`config.mk`:
```
export PLATFORM = sky130hd
export DESIGN_NAME = pin_io_block_flat
export DESIGN_NICKNAME = d
export VERILOG_FILES = /design/src/verilog/pins_if.sv /design/src/verilog/pin_io_block.sv /design/src/flat_wrapper.sv
export SDC_FILE = /design/constraint.sdc
export NUM_CORES = 1
export LEC_CHECK = 0
export BUFFER_PORTS_ARGS = -buffer_cell sky130_fd_sc_hd__buf_4
export CORE_MARGIN = 8
export CORE_UTILIZATION = 35
export CTS_BUF_LIST = sky130_fd_sc_hd__clkbuf_2
export CTS_CLUSTER_DIAMETER = 30
export DETAILED_ROUTE_END_ITERATION = 8
export PLACE_DENSITY = 0.74
export SLEW_MARGIN = 15
export SYNTH_ARGS = -nofsm -noshare
export SYNTH_HDL_FRONTEND = slang
export SYNTH_SLANG_ARGS = --single-unit
```
`constraint.sdc`:
```
create_clock -name clk -period 0.8 [get_ports clk]
set_input_delay 0.08 -clock clk [delete_from_list [all_inputs] [get_ports clk]]
set_output_delay 0.08 -clock clk [all_outputs]
set_load 0.01 [all_outputs]
```
`src/verilog/pins_if.sv`:
```
// Carrier between the control block and its pin driver.
// Assumes both ends share one clock.
`timescale 1ns/1ps
`default_nettype none
interface pins_if;
  logic [5:0] drv_en;
  logic [5:0] io_val;
  logic [5:0] probe_val;
  logic io_mode;
  logic [5:0] level;
  modport ctrl (output drv_en, output io_val, output probe_val, output io_mode,
    input level);
  modport pins (input drv_en, input io_val, input probe_val, input io_mode,
    output level);
endinterface
`default_nettype wire

```
`src/verilog/pin_io_block.sv`:
```
// Driver for the six test-port data pins, one slice per pin.
// Assumes pin inputs are synchronous to clk.
`timescale 1ns/1ps
`default_nettype none
module pin_io_block (
  // Clock and reset
  input wire logic clk,
  input wire logic resetn,
  // Control side
  pins_if.pins ctl,
  // Pins, D6 down to D1
  input wire logic [5:0] pin_in,
  output logic [5:0] pin_out,
  output logic [5:0] pin_oe
);

  typedef struct packed {
    logic [5:0] out;
    logic [5:0] oe;
    logic [5:0] level;
  } pin_state_t;

  pin_state_t cur_reg;
  pin_state_t cur_next;
  logic [5:0] out_w;

  // One slice per pin picks the level to drive.
  for (genvar i = 0; i < 6; i++) begin : g_pin
    assign out_w[i] = ctl.io_mode ? ctl.io_val[i] : ctl.probe_val[i];
  end

  always_comb begin
    cur_next = cur_reg;
    cur_next.out = out_w;
    cur_next.oe = ctl.drv_en;
    cur_next.level = pin_in;
  end

  always_ff @(posedge clk or negedge resetn) begin
    if (!resetn) begin
      cur_reg <= '0;
    end else begin
      cur_reg <= cur_next;
    end
  end

  assign pin_out = cur_reg.out;
  assign pin_oe = cur_reg.oe;
  assign ctl.level = cur_reg.level;

endmodule // pin_io_block
`default_nettype wire

```
`src/flat_wrapper.sv`:
```
// flat-port wrapper written by rule: the top's interface ports become plain ports
module pin_io_block_flat 
  (clk, resetn, pin_in, pin_out, pin_oe, ctl_drv_en, ctl_io_val, ctl_probe_val, ctl_io_mode, ctl_level);
  pins_if ctl_i ();
  input wire logic clk;
  input wire logic resetn;
  input wire logic [5:0] pin_in;
  output logic [5:0] pin_out;
  output logic [5:0] pin_oe;
  input wire logic [$bits(ctl_i.drv_en)-1:0] ctl_drv_en;
  input wire logic [$bits(ctl_i.io_val)-1:0] ctl_io_val;
  input wire logic [$bits(ctl_i.probe_val)-1:0] ctl_probe_val;
  input wire logic [$bits(ctl_i.io_mode)-1:0] ctl_io_mode;
  output wire logic [$bits(ctl_i.level)-1:0] ctl_level;
  assign ctl_i.drv_en = ctl_drv_en;
  assign ctl_i.io_val = ctl_io_val;
  assign ctl_i.probe_val = ctl_probe_val;
  assign ctl_i.io_mode = ctl_io_mode;
  assign ctl_level = ctl_i.level;
  pin_io_block u_core (.clk(clk), .resetn(resetn), .ctl(ctl_i), .pin_in(pin_in), .pin_out(pin_out), .pin_oe(pin_oe));
endmodule
```
Yosys cells after proc, flatten, opt, wreduce, memory -nomap -nowiden
Cells that the tools add are included.
Word-level totals
  register bits after elaboration: 18
  input bits: 27
  output and inout bits: 18
  word-level logic and storage cells: 9
Cells by class
  muxes and demuxes: 6
Operators with widths (number)
  $mux 1: 6

Depth between registers and ports, before layout
Gate-level depths: netlist (run 1).
  depth after elaboration: 1
  depth in mapped cells: 2
  mapped depth without buffers: 1

Worst setup path after synthesis (run 1)
OpenSTA, ideal clock, no wires.
  kind: input to register
  start point: input port ctl_io_mode
  end point: register u_core.cur_reg (netlist bit u_core.pin_out[0])
  setup time: 125 ps
  arrival: 478 ps
  data required time: 675 ps
  slack: 197 ps
  cell stages on the path: 2
  cell sequence: buf_6 > mux2_4
RTL lines
  from (decl): RTL line flat_wrapper.sv:13  | input wire logic [$bits(ctl_i.io_mode)-1:0] ctl_io_mode;
  to (signal assigned): RTL line pin_io_block.sv:43  | cur_reg <= cur_next;
  to (decl): RTL line pin_io_block.sv:23  | pin_state_t cur_reg;

Worst setup path in the final report (run 1)
  start point: register u_core.cur_reg (netlist bit u_core.ctl.level[0])
  end point: output port ctl_level[0]
RTL lines
  to (decl): RTL line flat_wrapper.sv:14  | output wire logic [$bits(ctl_i.level)-1:0] ctl_level;
No word-level cell between the ends.

==> results of run 1 <==
## layer usage
metal / part of all wire, % / up-vias / GRT usage (%)
met5: 0 / - / 0
met4: 1.4 / 0 / 7.39
met3: 9.6 / 2 / 4.79
met2: 61 / 31 / 24.7
met1: 28 / 231 / 9.45
li1: - / 224 / -
## Yosys cell counts
master | instances | share of area (%)
mux2_4 | 6 | 16
buf_6 | 1 | 2.0
dfrtp_1 | 18 | 82
## repair_timing
| item | CTS | global route |
|---|---|---|
| resized for setup | 18 | 0 |
| hold buffers | 17 | 8 |
| setup endpoints to repair | 18 | 18 |
| pin swaps | 0 | 0 |
| hold endpoints to repair | 33 | 5 |
## sequential cells by signal, indices dropped and copies added (netlist names)
signal / count
u_core.pin_oe: 6
u_core.pin_out: 6
u_core.ctl.level: 6
## how the worst max path moves through the flow
stage                                   from                          end  slack [ns]
2_1_floorplan                    ctl_io_mode  u_core.pin_out[0]$_DFF_PN0_        0.20
3_3_place_gp                     ctl_io_mode  u_core.pin_out[4]$_DFF_PN0_        0.15
3_5_place_dp                     ctl_io_mode  u_core.pin_out[1]$_DFF_PN0_        0.13
4_1_cts        u_core.ctl.level[2]$_DFF_PN0_                 ctl_level[2]       -0.14
5_1_grt          u_core.pin_out[2]$_DFF_PN0_                   pin_out[2]       -0.17
6_report       u_core.ctl.level[0]$_DFF_PN0_                 ctl_level[0]       -0.11
## cell type report
cell class                      count  area share, %
Sequential cell                    18           36.8
Tap cell                           16           1.64
Timing Repair Buffer               69           53.0
Multi-Input combinational cell      6           7.36
Clock buffer                        3           1.23
## metrics by stage
step	setup slack (ns)	area [sq um]	TNS [ns]	power [W]	hold WS, ns
after detailed placement	0.134	891	0	0.00128	-0.0456
after global placement	0.152	891	0	0.00127	-0.0481
after global routing	-0.169	1220	-2.70	0.00185	0.0891
final	-0.111	1220	-1.77	0.00177	0.121
after CTS	-0.138	1140	-1.90	0.00174	0.00368
after floorplan	0.197	552	0	0.00108	-0.216
## where the power goes
group	switching [W]	leakage, nW	internal [W]	total (W)
Combinational	0.000124	0.388	0.000291	0.000415
Clock	0.000260	0.0125	0.000102	0.000362
Sequential	0.0000277	0.210	0.000964	0.000991
Total	0.000411	0.610	0.00136	0.00177
## cells by family after synthesis
kind of cell           count (synthesis)  share of synthesized area (%)
buffers and inverters                  1                           2.04
DFF                                   18                           81.6
muxes                                  6                           16.3
==> metrics.log, run 1 <==
INFO  metric max_slew_margin = 85.4%
INFO  metric cts_buffers = 3
INFO  metric drt_pre_antenna_iters = 4
INFO  metric ir_drop = 895 uV
INFO  metric track_usage = 12.4%
INFO  metric final_core_utilization = 82.2%
INFO  metric fp.dieW = 55.7 um
INFO  metric cts.reportedPaths.clkPinSlew = around 0.16 ns
INFO  metric seq_cell_area = 450 sq um
INFO  metric critPathLaunchType = flip-flop
INFO  metric floorplan.initialDensity = between 30% and 40%
INFO  metric critPathSlowestCell = dfrtp_1
INFO  metric die_h = 55.7 um
INFO  metric wl_per_cell = 17.6 um
INFO  metric detail_route.vias_per_cell = 4.36
INFO  metric criticalPathCategory = reg2out
INFO  metric grt_overflow_total = 0
INFO  metric cts_num_sinks = 18
INFO  metric max_slew.worst_pin.slew = 0.219 ns
INFO  metric timing.final.max_slew_violations = 0
INFO  metric finalHoldViolCount = 0
INFO  metric yosysUniqueCellTypes = 3
INFO  metric arrival = 0.83 ns
INFO  metric hold_path_class = in2reg
INFO  metric crit_family = flip-flops
INFO  metric synth.yosys.warnings = 0
INFO  metric grt_first_pass_wirelength = roughly 2900 um
INFO  metric timing.critical_path.slowest_cell_delay = approximately 0.42 ns
INFO  metric failing_checks = negative setup slack
INFO  metric wl = 1970 um
INFO  metric cp-end-kind = primary output
INFO  metric ratio_of_final_minimum_period_to_clock_period = 114%
INFO  metric route.antenna.remaining_nets = 0
INFO  metric pwr_density_cell = 1450 nW/um^2
INFO  metric vias_in_the_first_global_route = 583
INFO  metric filler_cell_count = 65
INFO  metric drv_cap = 0
INFO  metric avgSynthCellArea = about 22 sq um
INFO  metric setup_repair_after_global_routing_missed_its_margin = yes
INFO  metric layoutNonFillerInstCount = 112
INFO  metric mappedNetlistNets = 52
INFO  metric h-tree-depth = 1
INFO  metric finalWeightedCongestion = between 0.6 and 0.7
INFO  metric placementRows = 14
INFO  metric ctsLongestPathBuffers = 2
INFO  metric detailedRoute.firstIterationViolations = 2
INFO  metric crit_fanout = 1
INFO  metric die-area = 3100 sq um
INFO  metric via_count = between 400 and 500
INFO  metric grt_start_max_net_pins = 19
INFO  metric smallest_setup_slack_after_layout = -0.111 ns
INFO  metric floorplan.core_area = 1490 sq um
INFO  metric timing.final.crit_period = 0.911 ns
INFO  metric layout.nets = 125
INFO  metric numPlacedInstances = 84
INFO  metric path_cells = buf_6
INFO  metric post_synth_inst_count = 25
INFO  metric antenna-diode-count = 0
INFO  metric whs_path_depth = 2
INFO  metric drc = 0
INFO  metric cts_tree = done
INFO  metric most_used_cells_in_the_layout_excluding_fill_and_tap_cells = 26 x buf_4, 25 x dlygate4sd3_1, 18 x buf_6, 18 x dfrtp_1, 6 x mux2_4
INFO  metric commonest_non_fill_non_tap_cell_in_the_layout = buf_4
INFO  metric run_status = complete, but fails checks
INFO  metric clockRootBuffer = clkbuf_2
INFO  metric postCtsSetupBuffers = 0
INFO  metric worstSetupPathDepth = 1
INFO  metric timing.hold.worst_endpoint = u_core.pin_out[4]$_DFF_PN0_
INFO  metric number_of_antenna_violations_at_the_first_check_in_global_routing = 0
INFO  metric power_leakage = roughly 0.61 nW
INFO  metric crit_required = about 0.72 ns
INFO  metric hold_path_startpoint = ctl_io_mode
INFO  metric pin_count = 45
INFO  metric synth.ff_latch_count = 18
INFO  metric post_synth_instance_area = ~550 sq um
INFO  metric fmax = ~1100 MHz
INFO  metric drive_above_1_share = 55.2%
INFO  metric setup_viol_count_final = 24
INFO  metric numPortBuffers = 44
INFO  metric seq_area_frac_synth = 81.6%
INFO  metric worst-path-buf-inv = 1
INFO  metric syn2layout_area_growth = 122%
INFO  metric multi_input_comb_area = 90.1 sq um
Note: power is estimated with default switching activity, not from simulation.
==> inputs of run 2 (changes only) <==
--- a/config.mk
+++ b/config.mk
@@ -5,12 +5,14 @@
 export SDC_FILE = /design/constraint.sdc
 export NUM_CORES = 1
 export LEC_CHECK = 0
+export ABC_CLOCK_PERIOD_IN_PS = 800
 export BUFFER_PORTS_ARGS = -buffer_cell sky130_fd_sc_hd__buf_4
 export CORE_MARGIN = 8
 export CORE_UTILIZATION = 35
-export CTS_BUF_LIST = sky130_fd_sc_hd__clkbuf_2
+export CTS_BUF_LIST = sky130_fd_sc_hd__clkbuf_4
 export CTS_CLUSTER_DIAMETER = 30
 export DETAILED_ROUTE_END_ITERATION = 8
+export MAX_ROUTING_LAYER = met4
 export PLACE_DENSITY = 0.74
 export SLEW_MARGIN = 15
 export SYNTH_ARGS = -nofsm -noshare
==> run 2 against run 1 <==
Cell count is 8.9% lower; sequential power about the same; global-route usage down 0.47 points; via count shrank 6.8%; the run still ends with negative setup slack left; total power grew 0.99%; flip-flop and latch count stayed put.
==> metrics.log, run 2 (synthesized netlist as in run 1, its figures left out) <==
INFO  metric pin_count = 45 (unchanged)
INFO  metric failing_checks = negative setup slack (unchanged)
INFO  metric timing.critical_path.to = ctl_level[0] (unchanged)
INFO  metric fmax = 1120 MHz (was 1100 MHz)
INFO  metric setup_viol_count_final = 20 (was 24)
INFO  metric pwr_density_cell = 1580 nW/um^2 (was 1450 nW/um^2)
INFO  metric drt_pre_antenna_iters = 4 (unchanged)
INFO  metric worstSetupPathDepth = 1 (unchanged)
INFO  metric startpoint = u_core.ctl.level[0]$_DFF_PN0_ (unchanged)
INFO  metric run_status = complete, but fails checks (unchanged)
INFO  metric drv_cap = 0 (unchanged)
INFO  metric route.antenna.remaining_nets = 0 (unchanged)
INFO  metric multi_input_comb_area = 90.1 sq um (unchanged)
INFO  metric grt_overflow_total = 0 (unchanged)
INFO  metric layout.nets = 115 (was 125)
INFO  metric power_share_of_the_sequential_group = 55.4% (was 56.1%)
INFO  metric combinational_share_of_power = 20.8% (was 23.5%)
INFO  metric timing.final.max_slew_violations = 0 (unchanged)
INFO  metric place_worst_setup_slack = 0.134 ns (unchanged)
INFO  metric ir_drop = 937 uV (was 895 uV)
INFO  metric crit_family = flip-flops (unchanged)
INFO  metric final.setup.tns = -1.28 ns (was -1.77 ns)
INFO  metric criticalPathCategory = reg2out (unchanged)
INFO  metric floorplan.initialDensity = 37.1% (unchanged)
INFO  metric syn2layout_area_growth = 105% (was 122%)
INFO  metric cts_buffers = 3 (unchanged)
INFO  metric most_used_cells_in_the_layout_excluding_fill_and_tap_cells = 26 x buf_4, 18 x buf_6, 18 x dfrtp_1, 15 x dlygate4sd3_1, 6 x mux2_4 (was 26 x buf_4, 25 x dlygate4sd3_1, 18 x buf_6, 18 x dfrtp_1, 6 x mux2_4)
INFO  metric vias_in_the_first_global_route = 577 (was 583)
INFO  metric finalWeightedCongestion = 0.618 (was 0.614)
INFO  metric drc = 0 (unchanged)
INFO  metric internal-power = 0.00140 W (was 0.00136 W)
INFO  metric cts_num_sinks = 18 (unchanged)
INFO  metric cts.reportedPaths.clkPinSlew = 0.09 ns (was 0.16 ns)
INFO  metric commonest_non_fill_non_tap_cell_in_the_layout = buf_4 (unchanged)
INFO  metric detail_route.vias_per_cell = 4.46 (was 4.36)
INFO  metric grt_first_pass_wirelength = 2770 um (was 2930 um)
INFO  metric number_of_antenna_violations_at_the_first_check_in_global_routing = 0 (unchanged)
INFO  metric arrival = 0.81 ns (was 0.83 ns)
INFO  metric setup_repair_after_global_routing_missed_its_margin = yes (unchanged)
INFO  metric ratio_of_final_minimum_period_to_clock_period = 112% (was 114%)
INFO  metric smallest_setup_slack_after_layout = -0.0937 ns (was -0.111 ns)
INFO  metric fp.dieW = 55.7 um (unchanged)
INFO  metric grt_start_max_net_pins = 19 (unchanged)
INFO  metric max_slew_margin = 85.7% (was 85.4%)
INFO  metric timing.final.crit_period = 0.894 ns (was 0.911 ns)
INFO  metric seq_cell_area = 450 sq um (unchanged)
INFO  metric hold_path_class = in2reg (unchanged)
INFO  metric h-tree-depth = 1 (unchanged)
INFO  metric wl = 1720 um (was 1970 um)
INFO  metric floorplan.core_area = 1490 sq um (unchanged)
INFO  metric worst-path-buf-inv = 1 (unchanged)
INFO  metric max_slew.worst_pin.slew = 0.215 ns (was 0.219 ns)
INFO  metric cp-end-kind = primary output (unchanged)
INFO  metric placementRows = 14 (unchanged)
INFO  metric track_usage = 11.9% (was 12.4%)
INFO  metric timing.critical_path.slowest_cell_delay = 0.40 ns (was 0.42 ns)
INFO  metric antenna-diode-count = 0 (unchanged)
INFO  metric finalHoldViolCount = 0 (unchanged)
INFO  metric wl_per_cell = 16.9 um (was 17.6 um)
INFO  metric clockRootBuffer = clkbuf_4 (was clkbuf_2)
INFO  metric via_count = 455 (was 488)
INFO  metric critPathSlowestCell = dfrtp_1 (unchanged)
INFO  metric numPortBuffers = 44 (unchanged)
INFO  metric filler_cell_count = 80 (was 65)
INFO  metric power_leakage = 0.569 nW (was 0.610 nW)
INFO  metric die-area = 3100 sq um (unchanged)
INFO  metric critPathLaunchType = flip-flop (unchanged)
INFO  metric die_h = 55.7 um (unchanged)
INFO  metric ctsLongestPathBuffers = 2 (unchanged)
INFO  metric detailedRoute.firstIterationViolations = 1 (was 2)
INFO  metric drive_above_1_share = 61.6% (was 55.2%)
INFO  metric net-switching-power = 0.000389 W (was 0.000411 W)
INFO  metric clockPowerShare = 23.8% (was 20.5%)
INFO  metric crit_required = 0.72 ns (about the same)
INFO  metric cts_tree = done (unchanged)
INFO  metric path_cells = buf_6 (unchanged)
INFO  metric switching_share = 21.8% (was 23.3%)
INFO  metric crit_fanout = 1 (unchanged)
[run 2: worst min-delay path by stage]
stage	start	end	slack, ns	cells past startpoint
final	ctl_io_val[0]	u_core.pin_out[0]$_DFF_PN0_	0.02	2
after global routing	ctl_io_val[4]	u_core.pin_out[4]$_DFF_PN0_	0.001	2
after CTS	ctl_probe_val[5]	u_core.pin_out[5]$_DFF_PN0_	0.02	2
after detailed placement	resetn	u_core.ctl.level[1]$_DFF_PN0_	-0.05	1
after global placement	resetn	u_core.ctl.level[1]$_DFF_PN0_	-0.05	1
after floorplan	resetn	u_core.ctl.level[0]$_DFF_PN0_	-0.22	0
[run 2: routing by layer]
metal  vias up  wire, um  part of all wire [%]  GRT usage (%)
met4         0        44                   2.6           8.45
met2        33       997                    58           21.8
met5         -         0                     0              -
met1       214       506                    29           9.47
met3         4       176                    10           4.34
li1        204         -                     -              -
[run 2: stage by stage]
step | hold WS [ns] | total power, W | area [sq um] | instances | util [%]
after detailed placement | -0.0456 | 0.00128 | 891 | 84 | 59.8
after global placement | -0.0481 | 0.00127 | 891 | 84 | 59.8
after floorplan | -0.216 | 0.00108 | 552 | 25 | -
after global routing | 0.00114 | 0.00188 | 1130 | 102 | 76.0
after CTS | 0.0158 | 0.00179 | 1110 | 100 | 74.6
final | 0.0210 | 0.00179 | 1130 | 102 | 76.0
[run 2: final cells by class]
class / count / share of cell area, %
Sequential cell: 18 / 39.8
Timing Repair Buffer: 59 / 48.5
Tap cell: 16 / 1.77
Clock buffer: 3 / 1.99
Multi-Input combinational cell: 6 / 7.96
[run 2: repair_timing]
action | 4_1_cts | 5_1_grt
endpoints found under the hold margin | 30 | 2
hold buffers | 13 | 2
buffers inserted | 0 | 0
gates resized for setup | 18 | 0
setup endpoints to repair | 18 | 18
cloned | 0 | 0
[run 2: power groups by stage]
| stage | clock network, W | logic (W) | registers [W] |
|---|---|---|---|
| global placement | 0 | 0.000276 | 0.000994 |
| finish | 0.000425 | 0.000372 | 0.000990 |
| global route | 0.000491 | 0.000396 | 0.000995 |
| floorplan | 0 | 0.0000504 | 0.00103 |
| detailed placement | 0 | 0.000283 | 0.000997 |
| CTS | 0.000432 | 0.000367 | 0.000990 |
